### config.mk
export PLATFORM = sky130hd
export DESIGN_NAME = signed_event_counter
export DESIGN_NICKNAME = d
export VERILOG_FILES = /design/src/hdl/counter_pkg.sv /design/src/hdl/nv_word_store.sv /design/src/hdl/signed_event_counter.sv
export SDC_FILE = /design/constraint.sdc
export NUM_CORES = 2
export LEC_CHECK = 0
export ABC_AREA = 1
export BUFFER_PORTS_ARGS = -buffer_cell sky130_fd_sc_hd__buf_2
export CAP_MARGIN = 40
export CELL_PAD_IN_SITES_DETAIL_PLACEMENT = 1
export CELL_PAD_IN_SITES_GLOBAL_PLACEMENT = 1
export CORE_AREA = 2 2 652 654
export CTS_CLUSTER_SIZE = 30
export DETAILED_ROUTE_END_ITERATION = 10
export DIE_AREA = 0 0 654 656
export PLACE_DENSITY_LB_ADDON = 0.1
export SKIP_LAST_GASP = 1
export SYNTH_ARGS = -nofsm -noshare
export SYNTH_HDL_FRONTEND = slang
export SYNTH_HIERARCHICAL = 1
export SYNTH_SLANG_ARGS = --single-unit
### constraint.sdc
create_clock -name mclk_i -period 94.1 [get_ports mclk_i]
set_clock_uncertainty 0.05 [all_clocks]
set_input_delay 18.82 -clock mclk_i [delete_from_list [all_inputs] [get_ports mclk_i]]
set_output_delay 18.82 -clock mclk_i [all_outputs]
set_load 0.02 [all_outputs]
### src/hdl/counter_pkg.sv
// shared constants and carriers for the signed event counter bank
// assumes a single 50 MHz clock domain and no register bus
package counter_pkg;
   // instance count and data widths
   localparam int NUM_COUNTERS = 8;
   localparam int CNT_W = 32;
   localparam int TS_W = 64;
   // reset and arithmetic constants
   localparam logic [CNT_W-1:0] COUNT_ZERO = 32'h0000_0000;
   localparam logic [CNT_W-1:0] COUNT_STEP = 32'h0000_0001;
   localparam logic [TS_W-1:0] TIME_ZERO = 64'h0000_0000_0000_0000;
   // word layout in the retention store: even word count, odd word frozen value
   localparam logic WORD_IS_COUNT = 1'h0;
   localparam logic WORD_IS_FROZEN = 1'h1;

   // per counter logic operands, all levels
   typedef struct packed {
      logic enable;         // counter function on
      logic up;             // count-up operand
      logic down;           // count-down operand
      logic block;          // suspend counting, force flags off
      logic preset_select;  // preset_select_input
      logic reset_cmd;      // reset to preset or zero
      logic freeze_reset;   // capture then reset
      logic freeze_count;   // capture and keep counting
   } cnt_ctl_t;

   // per counter settings, both signed
   typedef struct packed {
      logic [CNT_W-1:0] preset;
      logic [CNT_W-1:0] setpoint;
   } cnt_cfg_t;

   // comparison outputs
   typedef struct packed {
      logic above_setpoint_flag;
      logic equal_setpoint_flag;
      logic below_setpoint_flag;
   } cmp_flags_t;

   localparam cmp_flags_t FLAGS_IDLE = 3'h0;
   localparam cnt_ctl_t CTL_IDLE = 8'h00;

   // retention store sequencer states
   typedef enum logic [1:0] {ST_IDLE, ST_SAVE, ST_LOAD} nv_state_t;
endpackage : counter_pkg

### src/hdl/nv_word_store.sv
// small word store standing in for the non-volatile retention memory
// assumes the caller sequences addresses; read data is registered
`timescale 1ns/1ps
module nv_word_store #(
   parameter int DW = 32,
   parameter int AW = 4
) (
   // clock and reset
   input wire logic mclk_i,
   input wire logic rst_i,
   // write port
   input wire logic wr_en_i,
   input wire logic [AW-1:0] wr_addr_i,
   input wire logic [DW-1:0] wr_data_i,
   // read port
   input wire logic rd_en_i,
   input wire logic [AW-1:0] rd_addr_i,
   output logic [DW-1:0] rd_data_o
);
   // storage array, no reset: contents must survive
   logic [DW-1:0] mem_r [2**AW];
   logic [DW-1:0] rd_data_r; // registered read word

   // write side
   always_ff @(posedge mclk_i) begin
      if (wr_en_i) begin
         mem_r[wr_addr_i] <= wr_data_i;
      end
   end

   // read side, one cycle latency
   always_ff @(posedge mclk_i or posedge rst_i) begin
      if (rst_i) begin
         rd_data_r <= '0;
      end else if (rd_en_i) begin
         rd_data_r <= mem_r[rd_addr_i];
      end
   end

   assign rd_data_o = rd_data_r;
endmodule : nv_word_store

### src/hdl/signed_event_counter.sv
// bank of independent signed 32-bit event counters with setpoint compare,
// freeze capture with timestamp, and save/restore to a retention store
// assumes all operands are synchronous to mclk_i and held at least one cycle
`timescale 1ns/1ps
module signed_event_counter #(
   parameter int N = counter_pkg::NUM_COUNTERS
) (
   // clock and reset
   input wire logic mclk_i,
   input wire logic rst_i,
   // per counter operands and settings
   input wire counter_pkg::cnt_ctl_t [N-1:0] ctl_i,
   input wire counter_pkg::cnt_cfg_t [N-1:0] cfg_i,
   // date and time for freeze stamps
   input wire logic [counter_pkg::TS_W-1:0] time_now_i,
   // retention control
   input wire logic power_fail_i,
   input wire logic restore_i,
   // readout
   output logic [N-1:0][counter_pkg::CNT_W-1:0] count_o,
   output logic [N-1:0][counter_pkg::CNT_W-1:0] frozen_o,
   output logic [N-1:0][counter_pkg::TS_W-1:0] frozen_time_o,
   output counter_pkg::cmp_flags_t [N-1:0] flags_o,
   // retention status
   output logic nv_busy_o,
   output logic nv_saved_o
);
   localparam int AW = $clog2(2 * N);             // store address width
   localparam logic [AW-1:0] LAST_ADDR = AW'(2 * N - 1);

   // counter state
   logic [N-1:0][counter_pkg::CNT_W-1:0] count_r;
   logic [N-1:0][counter_pkg::CNT_W-1:0] frozen_r;
   logic [N-1:0][counter_pkg::TS_W-1:0] frozen_time_r;
   counter_pkg::cmp_flags_t [N-1:0] flags_r;
   counter_pkg::cnt_ctl_t [N-1:0] prev_r;        // operands one cycle ago

   // retention sequencer state
   counter_pkg::nv_state_t state_r;
   counter_pkg::nv_state_t state_nxt;
   logic [AW-1:0] addr_r;                         // walks every store word
   logic [AW-1:0] addr_nxt;
   logic pf_prev_r;                               // power_fail_i delayed
   logic rs_prev_r;                               // restore_i delayed
   logic ld_valid_r;                              // store read data valid
   logic [AW-1:0] ld_addr_r;                      // word that read data belongs to
   logic busy_r;
   logic saved_r;
   logic saved_nxt;

   // store connections
   wire [counter_pkg::CNT_W-1:0] ld_data;
   wire pf_rise = power_fail_i & ~pf_prev_r;
   wire rs_rise = restore_i & ~rs_prev_r;
   wire at_last = (addr_r == LAST_ADDR);
   wire wr_en = (state_r == counter_pkg::ST_SAVE);
   wire rd_en = (state_r == counter_pkg::ST_LOAD);
   wire [AW-2:0] wr_idx = addr_r[AW-1:1];
   // pick the word to save: even address count, odd address frozen value
   wire [counter_pkg::CNT_W-1:0] wr_data =
      (addr_r[0] == counter_pkg::WORD_IS_FROZEN) ? frozen_r[wr_idx] : count_r[wr_idx];

   // retention memory
   nv_word_store #(
      .DW(counter_pkg::CNT_W),
      .AW(AW)
   ) u_store (
      .mclk_i(mclk_i),
      .rst_i(rst_i),
      .wr_en_i(wr_en),
      .wr_addr_i(addr_r),
      .wr_data_i(wr_data),
      .rd_en_i(rd_en),
      .rd_addr_i(addr_r),
      .rd_data_o(ld_data)
   );

   // sequencer next state: save has priority over restore
   always_comb begin
      state_nxt = state_r;
      addr_nxt = addr_r;
      saved_nxt = saved_r;
      case (state_r)
         counter_pkg::ST_IDLE: begin
            addr_nxt = '0;
            if (pf_rise) begin
               state_nxt = counter_pkg::ST_SAVE;
               saved_nxt = 1'b0;
            end else if (rs_rise) begin
               state_nxt = counter_pkg::ST_LOAD;
            end
         end
         counter_pkg::ST_SAVE: begin
            // one word per cycle into the store
            addr_nxt = AW'(addr_r + 1'b1);
            if (at_last) begin
               state_nxt = counter_pkg::ST_IDLE;
               saved_nxt = 1'b1;
            end
         end
         counter_pkg::ST_LOAD: begin
            addr_nxt = AW'(addr_r + 1'b1);
            if (at_last) begin
               state_nxt = counter_pkg::ST_IDLE;
            end
         end
         default: begin
            state_nxt = counter_pkg::ST_IDLE;
         end
      endcase
   end

   // sequencer registers
   always_ff @(posedge mclk_i or posedge rst_i) begin
      if (rst_i) begin
         state_r <= counter_pkg::ST_IDLE;
         addr_r <= '0;
         pf_prev_r <= 1'b0;
         rs_prev_r <= 1'b0;
         ld_valid_r <= 1'b0;
         ld_addr_r <= '0;
         busy_r <= 1'b0;
         saved_r <= 1'b0;
      end else begin
         state_r <= state_nxt;
         addr_r <= addr_nxt;
         pf_prev_r <= power_fail_i;
         rs_prev_r <= restore_i;
         ld_valid_r <= rd_en;
         ld_addr_r <= addr_r;
         busy_r <= (state_nxt != counter_pkg::ST_IDLE);
         saved_r <= saved_nxt;
      end
   end

   // one identical counter per instance
   for (genvar i = 0; i < N; i++) begin : g_cnt
      localparam logic [AW-2:0] IDX = (AW-1)'(i);
      wire counter_pkg::cnt_ctl_t ctl = ctl_i[i];
      wire counter_pkg::cnt_cfg_t cfg = cfg_i[i];
      // rising edges of every operand
      wire counter_pkg::cnt_ctl_t rise = counter_pkg::cnt_ctl_t'(ctl & ~prev_r[i]);
      wire running = ctl.enable & ~ctl.block;
      // preset or zero, chosen by preset_select_input
      wire [counter_pkg::CNT_W-1:0] load_val =
         ctl.preset_select ? cfg.preset : counter_pkg::COUNT_ZERO;
      wire load_on_enable = rise.enable;
      wire load_on_cmd = ctl.enable & (rise.reset_cmd | rise.freeze_reset);
      wire load_on_preset = running & rise.preset_select;
      wire do_load = load_on_enable | load_on_cmd | load_on_preset;
      // count edges; both at once cancel out
      wire go_up = running & rise.up & ~rise.down;
      wire go_dn = running & rise.down & ~rise.up;
      wire do_cap = ctl.enable & (rise.freeze_reset | rise.freeze_count);
      // restore hits from the store read pipeline
      wire ld_hit = ld_valid_r & (ld_addr_r[AW-1:1] == IDX);
      wire ld_cnt = ld_hit & (ld_addr_r[0] == counter_pkg::WORD_IS_COUNT);
      wire ld_frz = ld_hit & (ld_addr_r[0] == counter_pkg::WORD_IS_FROZEN);
      // 32-bit sums wrap naturally at both limits
      wire [counter_pkg::CNT_W-1:0] inc = count_r[i] + counter_pkg::COUNT_STEP;
      wire [counter_pkg::CNT_W-1:0] dec = count_r[i] - counter_pkg::COUNT_STEP;
      wire [counter_pkg::CNT_W-1:0] count_nxt =
         ld_cnt ? ld_data :
         do_load ? load_val :
         go_up ? inc :
         go_dn ? dec : count_r[i];
      // signed compare of the present count
      wire gt = $signed(count_r[i]) > $signed(cfg.setpoint);
      wire lt = $signed(count_r[i]) < $signed(cfg.setpoint);
      wire eq = (count_r[i] == cfg.setpoint);
      wire counter_pkg::cmp_flags_t flags_nxt = running ?
         counter_pkg::cmp_flags_t'({gt, eq, lt}) : counter_pkg::FLAGS_IDLE;

      // running count and operand history
      always_ff @(posedge mclk_i or posedge rst_i) begin
         if (rst_i) begin
            count_r[i] <= counter_pkg::COUNT_ZERO;
            prev_r[i] <= counter_pkg::CTL_IDLE;
            flags_r[i] <= counter_pkg::FLAGS_IDLE;
         end else begin
            count_r[i] <= count_nxt;
            prev_r[i] <= ctl;
            flags_r[i] <= flags_nxt;
         end
      end

      // capture register with timestamp, taken before any reset
      always_ff @(posedge mclk_i or posedge rst_i) begin
         if (rst_i) begin
            frozen_r[i] <= counter_pkg::COUNT_ZERO;
            frozen_time_r[i] <= counter_pkg::TIME_ZERO;
         end else if (ld_frz) begin
            frozen_r[i] <= ld_data;
         end else if (do_cap) begin
            frozen_r[i] <= count_r[i];
            frozen_time_r[i] <= time_now_i;
         end
      end
   end

   // readout straight from the registers
   assign count_o = count_r;
   assign frozen_o = frozen_r;
   assign frozen_time_o = frozen_time_r;
   assign flags_o = flags_r;
   assign nv_busy_o = busy_r;
   assign nv_saved_o = saved_r;
endmodule : signed_event_counter

==> results.ini <==
[worst_setup_path]
reg2reg_setup_slack_ns=89.24
critPathBufInv=7
end_kind=asynchronous set/reset pin
crit-reg2reg-capture=u_store/mem_r[15][9]$_DFFE_PP_
worst_ep_arrival_time_ns=22.74
crit_top_cell=sky130_fd_sc_hd__buf_4
family_with_the_most_delay_on_the_worst_path=buffers and inverters
timing.critical_path.from_type=input port
crit_chain=buf_2, inv_8, buf_4, buf_4, buf_4, buf_4, buf_4
crit_path_max_incr_delay_ns=0.71
critical_path_class=input port to asynchronous set/reset pin
timing.rr.start=addr_r[1]$_DFFE_PP0P_
reg2reg_depth=6
cell_at_the_slowest_stage_of_the_critical_path=sky130_fd_sc_hd__buf_4
required_ns=95.02
worstPathMaxFanout=77

[global_route]
grt_max_degree=151
grt_first_pass_wirelength_um=905000
grt_use_total_pct=30.80
grt_pass1_vias=100809
antenna_found_initial=134
grt.overflow.total=0

[worst_hold_path]
hold-path-endpoint=frozen_time_o[256]$_DFFE_PP0P_
worst_hold_startpoint=frozen_time_o[256]$_DFFE_PP0P_
timing.hold.worst.class=flop to flop
hold-path-cell-count=2

[cells_and_area]
area_delta_synth_final_pct=24.16
layout_common_cells=sky130_fd_sc_hd__nand2_1, sky130_fd_sc_hd__buf_2, sky130_fd_sc_hd__inv_1, sky130_fd_sc_hd__dfrtp_1, sky130_fd_sc_hd__a21oi_1
finish.utilization_pct=29.04
layout_cells_sized_above_1_pct=16.71
mostFrequentLayoutCell=sky130_fd_sc_hd__nand2_1
final_nets=16010

[place]
place.port_buffers=1693
place.gp.congestion=0.9413
detailedPlacementHpwl_um=541300

[floorplanning]
vertical_extent_of_the_die_um=656
initial_standard_cell_utilization_of_the_core_pct=23.39
core.rowCount=239
dieWidth_um=654
ios=1694
die_area_mm2=0.4290
coreArea_mm2=0.4222

[yosys]
async_flop_share_pct=69.21
synth_edf_count=512
synthDominantAreaCellType=sky130_fd_sc_hd__dfrtp_1
synth_warnings=6
ys_types=54
post_synth.cell_area_avg_um2=7.521
dominantRegCellSynth=sky130_fd_sc_hd__dfrtp_1
synth.top_cells.by_area=sky130_fd_sc_hd__dfrtp_1, sky130_fd_sc_hd__nand2_1, sky130_fd_sc_hd__edfxtp_1, sky130_fd_sc_hd__ha_1, sky130_fd_sc_hd__inv_1
synthCells=13129
synth-seq-cells=1663
synth_sequential_area_ratio_pct=44.74
postSynthNetCount=14306
syn-cell-area_mm2=0.09875
post-synth-top-area-fraction_pct=29.17

[sta]
finalMaxSlewViolations=0
period_minus_slack_ns=21.83
timing_hold_violations_final=0
report.final.setup_viol=0
fmax_mhz=45.81
grt_setup_unrepaired=false
timing_worst_slew_pin_value_ns=1.126
period_share_pct=23.20
max_slew_margin_pct=24.93
finalSetupTns_ns=0

[detailed_routing]
wl_per_cell_um=32.89
drt-initial-drc-count=8843
vias=101652
detail-route-antenna-nets=0
drt_wl_total_um=681300
drc=0
drt_pass1_iterations=5
detail_route.vias_per_cell=4.908

[pwr]
total_leakage_power_nw=63.01
power.density_cell_area_mw_per_mm2=37.88
total_power_w=0.004645
ir_worst_vdd_uv=17.99

[cts]
h-tree-depth=4
cts_root_buffer=sky130_fd_sc_hd__clkbuf_16
max-clock-path-buffers=4
cts_repair_resize_count=0
post_cts_buffers=0
post_cts_hold_buffer_count=0
clk-insertion-delay-late_ns=0.98
cts_tree=built
clk_transition_reported_paths_ns=0.06
tritoncts_sink_count=1663
cts-buffers-inserted=216

[run]
max_cap_violations=0

[outcome]
outcome=complete, no violations

[routing by layer]
layer | GRT usage, % | routed length [um]
met2 | 50.87 | 318900
met3 | 6.391 | 45960
met1 | 36.48 | 265700
met4 | 19.10 | 50450
met5 | 0 | 215
[cells in the mapped netlist (all sizes together) (4+ instances only)]
library cell / instances
a22oi: 66
buf: 270
xnor2: 8
o21ai: 1031
o2111ai: 25
nand2: 4552
nand3b: 13
clkbuf: 288
o211ai: 111
o22ai: 25
nor3b: 6
nor2: 610
clkinv: 13
o21a: 13
nand3: 849
a21o: 10
ha: 525
fa: 8
a21oi: 940
nand4: 85
a211oi: 8
nor4: 8
nor3: 36
o21bai: 28
edfxtp: 512
a221oi: 13
a31oi: 4
dfrtp: 1151
xor2: 53
o221ai: 143
inv: 1715
[metrics by stage]
stage	hold WS (ns)	cells	instance area (um^2)	setup WS [ns]
after floorplan	0.3970	13129	98750	43.72
after global placement	0.4102	20214	114100	70.96
after detailed placement	0.4175	20278	115400	71.07
after CTS	0.4317	20671	122500	72.15
after global routing	0.4535	20687	122500	71.81
final	0.4253	20712	122600	72.27
[tightest hold or removal path, stage by stage, from the launching register on]
cell                      delay [ns]
sky130_fd_sc_hd__dfrtp_1        0.34
sky130_fd_sc_hd__nand2_1        0.05
sky130_fd_sc_hd__o21ai_0        0.05
[report_power, final]
part	internal [W]	switching [W]
Sequential	0.000966	0.000276
Combinational	0.000660	0.00188
Clock	0.000488	0.000372
Total	0.00211	0.00253
[cell type report]
cell class,count,area [um^2]
Antenna cell,41,102.6
Clock buffer,312,6188
Clock inverter,81,918.4
Fill cell,51588,299600
Inverter,1728,6533
Multi-Input combinational cell,9180,45630
Sequential cell,1663,44200
Tap cell,5663,7086
Timing Repair Buffer,2044,11950
[registers in the layout (all words and copies together) (netlist names), 2 cells and up]
register	cells
addr_r	4
count_o	256
flags_o	24
frozen_o	256
frozen_time_o	512
ld_addr_r	4
prev_r	56
state_r	2
u_store/mem_r	512
u_store/rd_data_o	32
[logic make-up (layout without fill, tap and decap cells)]
family	after synthesis	count (layout)	share of synthesized area, %
flip-flops	1663	1663	44.74
AND/OR/NAND/NOR	6163	6163	24.99
adder cells (fa/ha/maj)	533	533	6.814
other	0	41	0
XOR/XNOR	61	61	0.5410
buffers and inverters	2286	4165	9.290
AO/OA/AOI/OAI	2423	2423	13.63
[worst max-delay path by stage]
stage	end	slack [ns]	depth (start not counted)	from
final	frozen_time_o[104]$_DFFE_PP0P_	72.27	7	rst_i
after detailed placement	frozen_time_o[168]$_DFFE_PP0P_	71.07	7	rst_i
after CTS	frozen_time_o[424]$_DFFE_PP0P_	72.15	7	rst_i
after floorplan	addr_r[0]$_DFFE_PP0P_	43.72	1	rst_i
after global placement	frozen_time_o[270]$_DFFE_PP0P_	70.96	7	rst_i
after global routing	frozen_time_o[34]$_DFFE_PP0P_	71.81	7	rst_i
No activity file was read; power rests on OpenSTA's default activity.
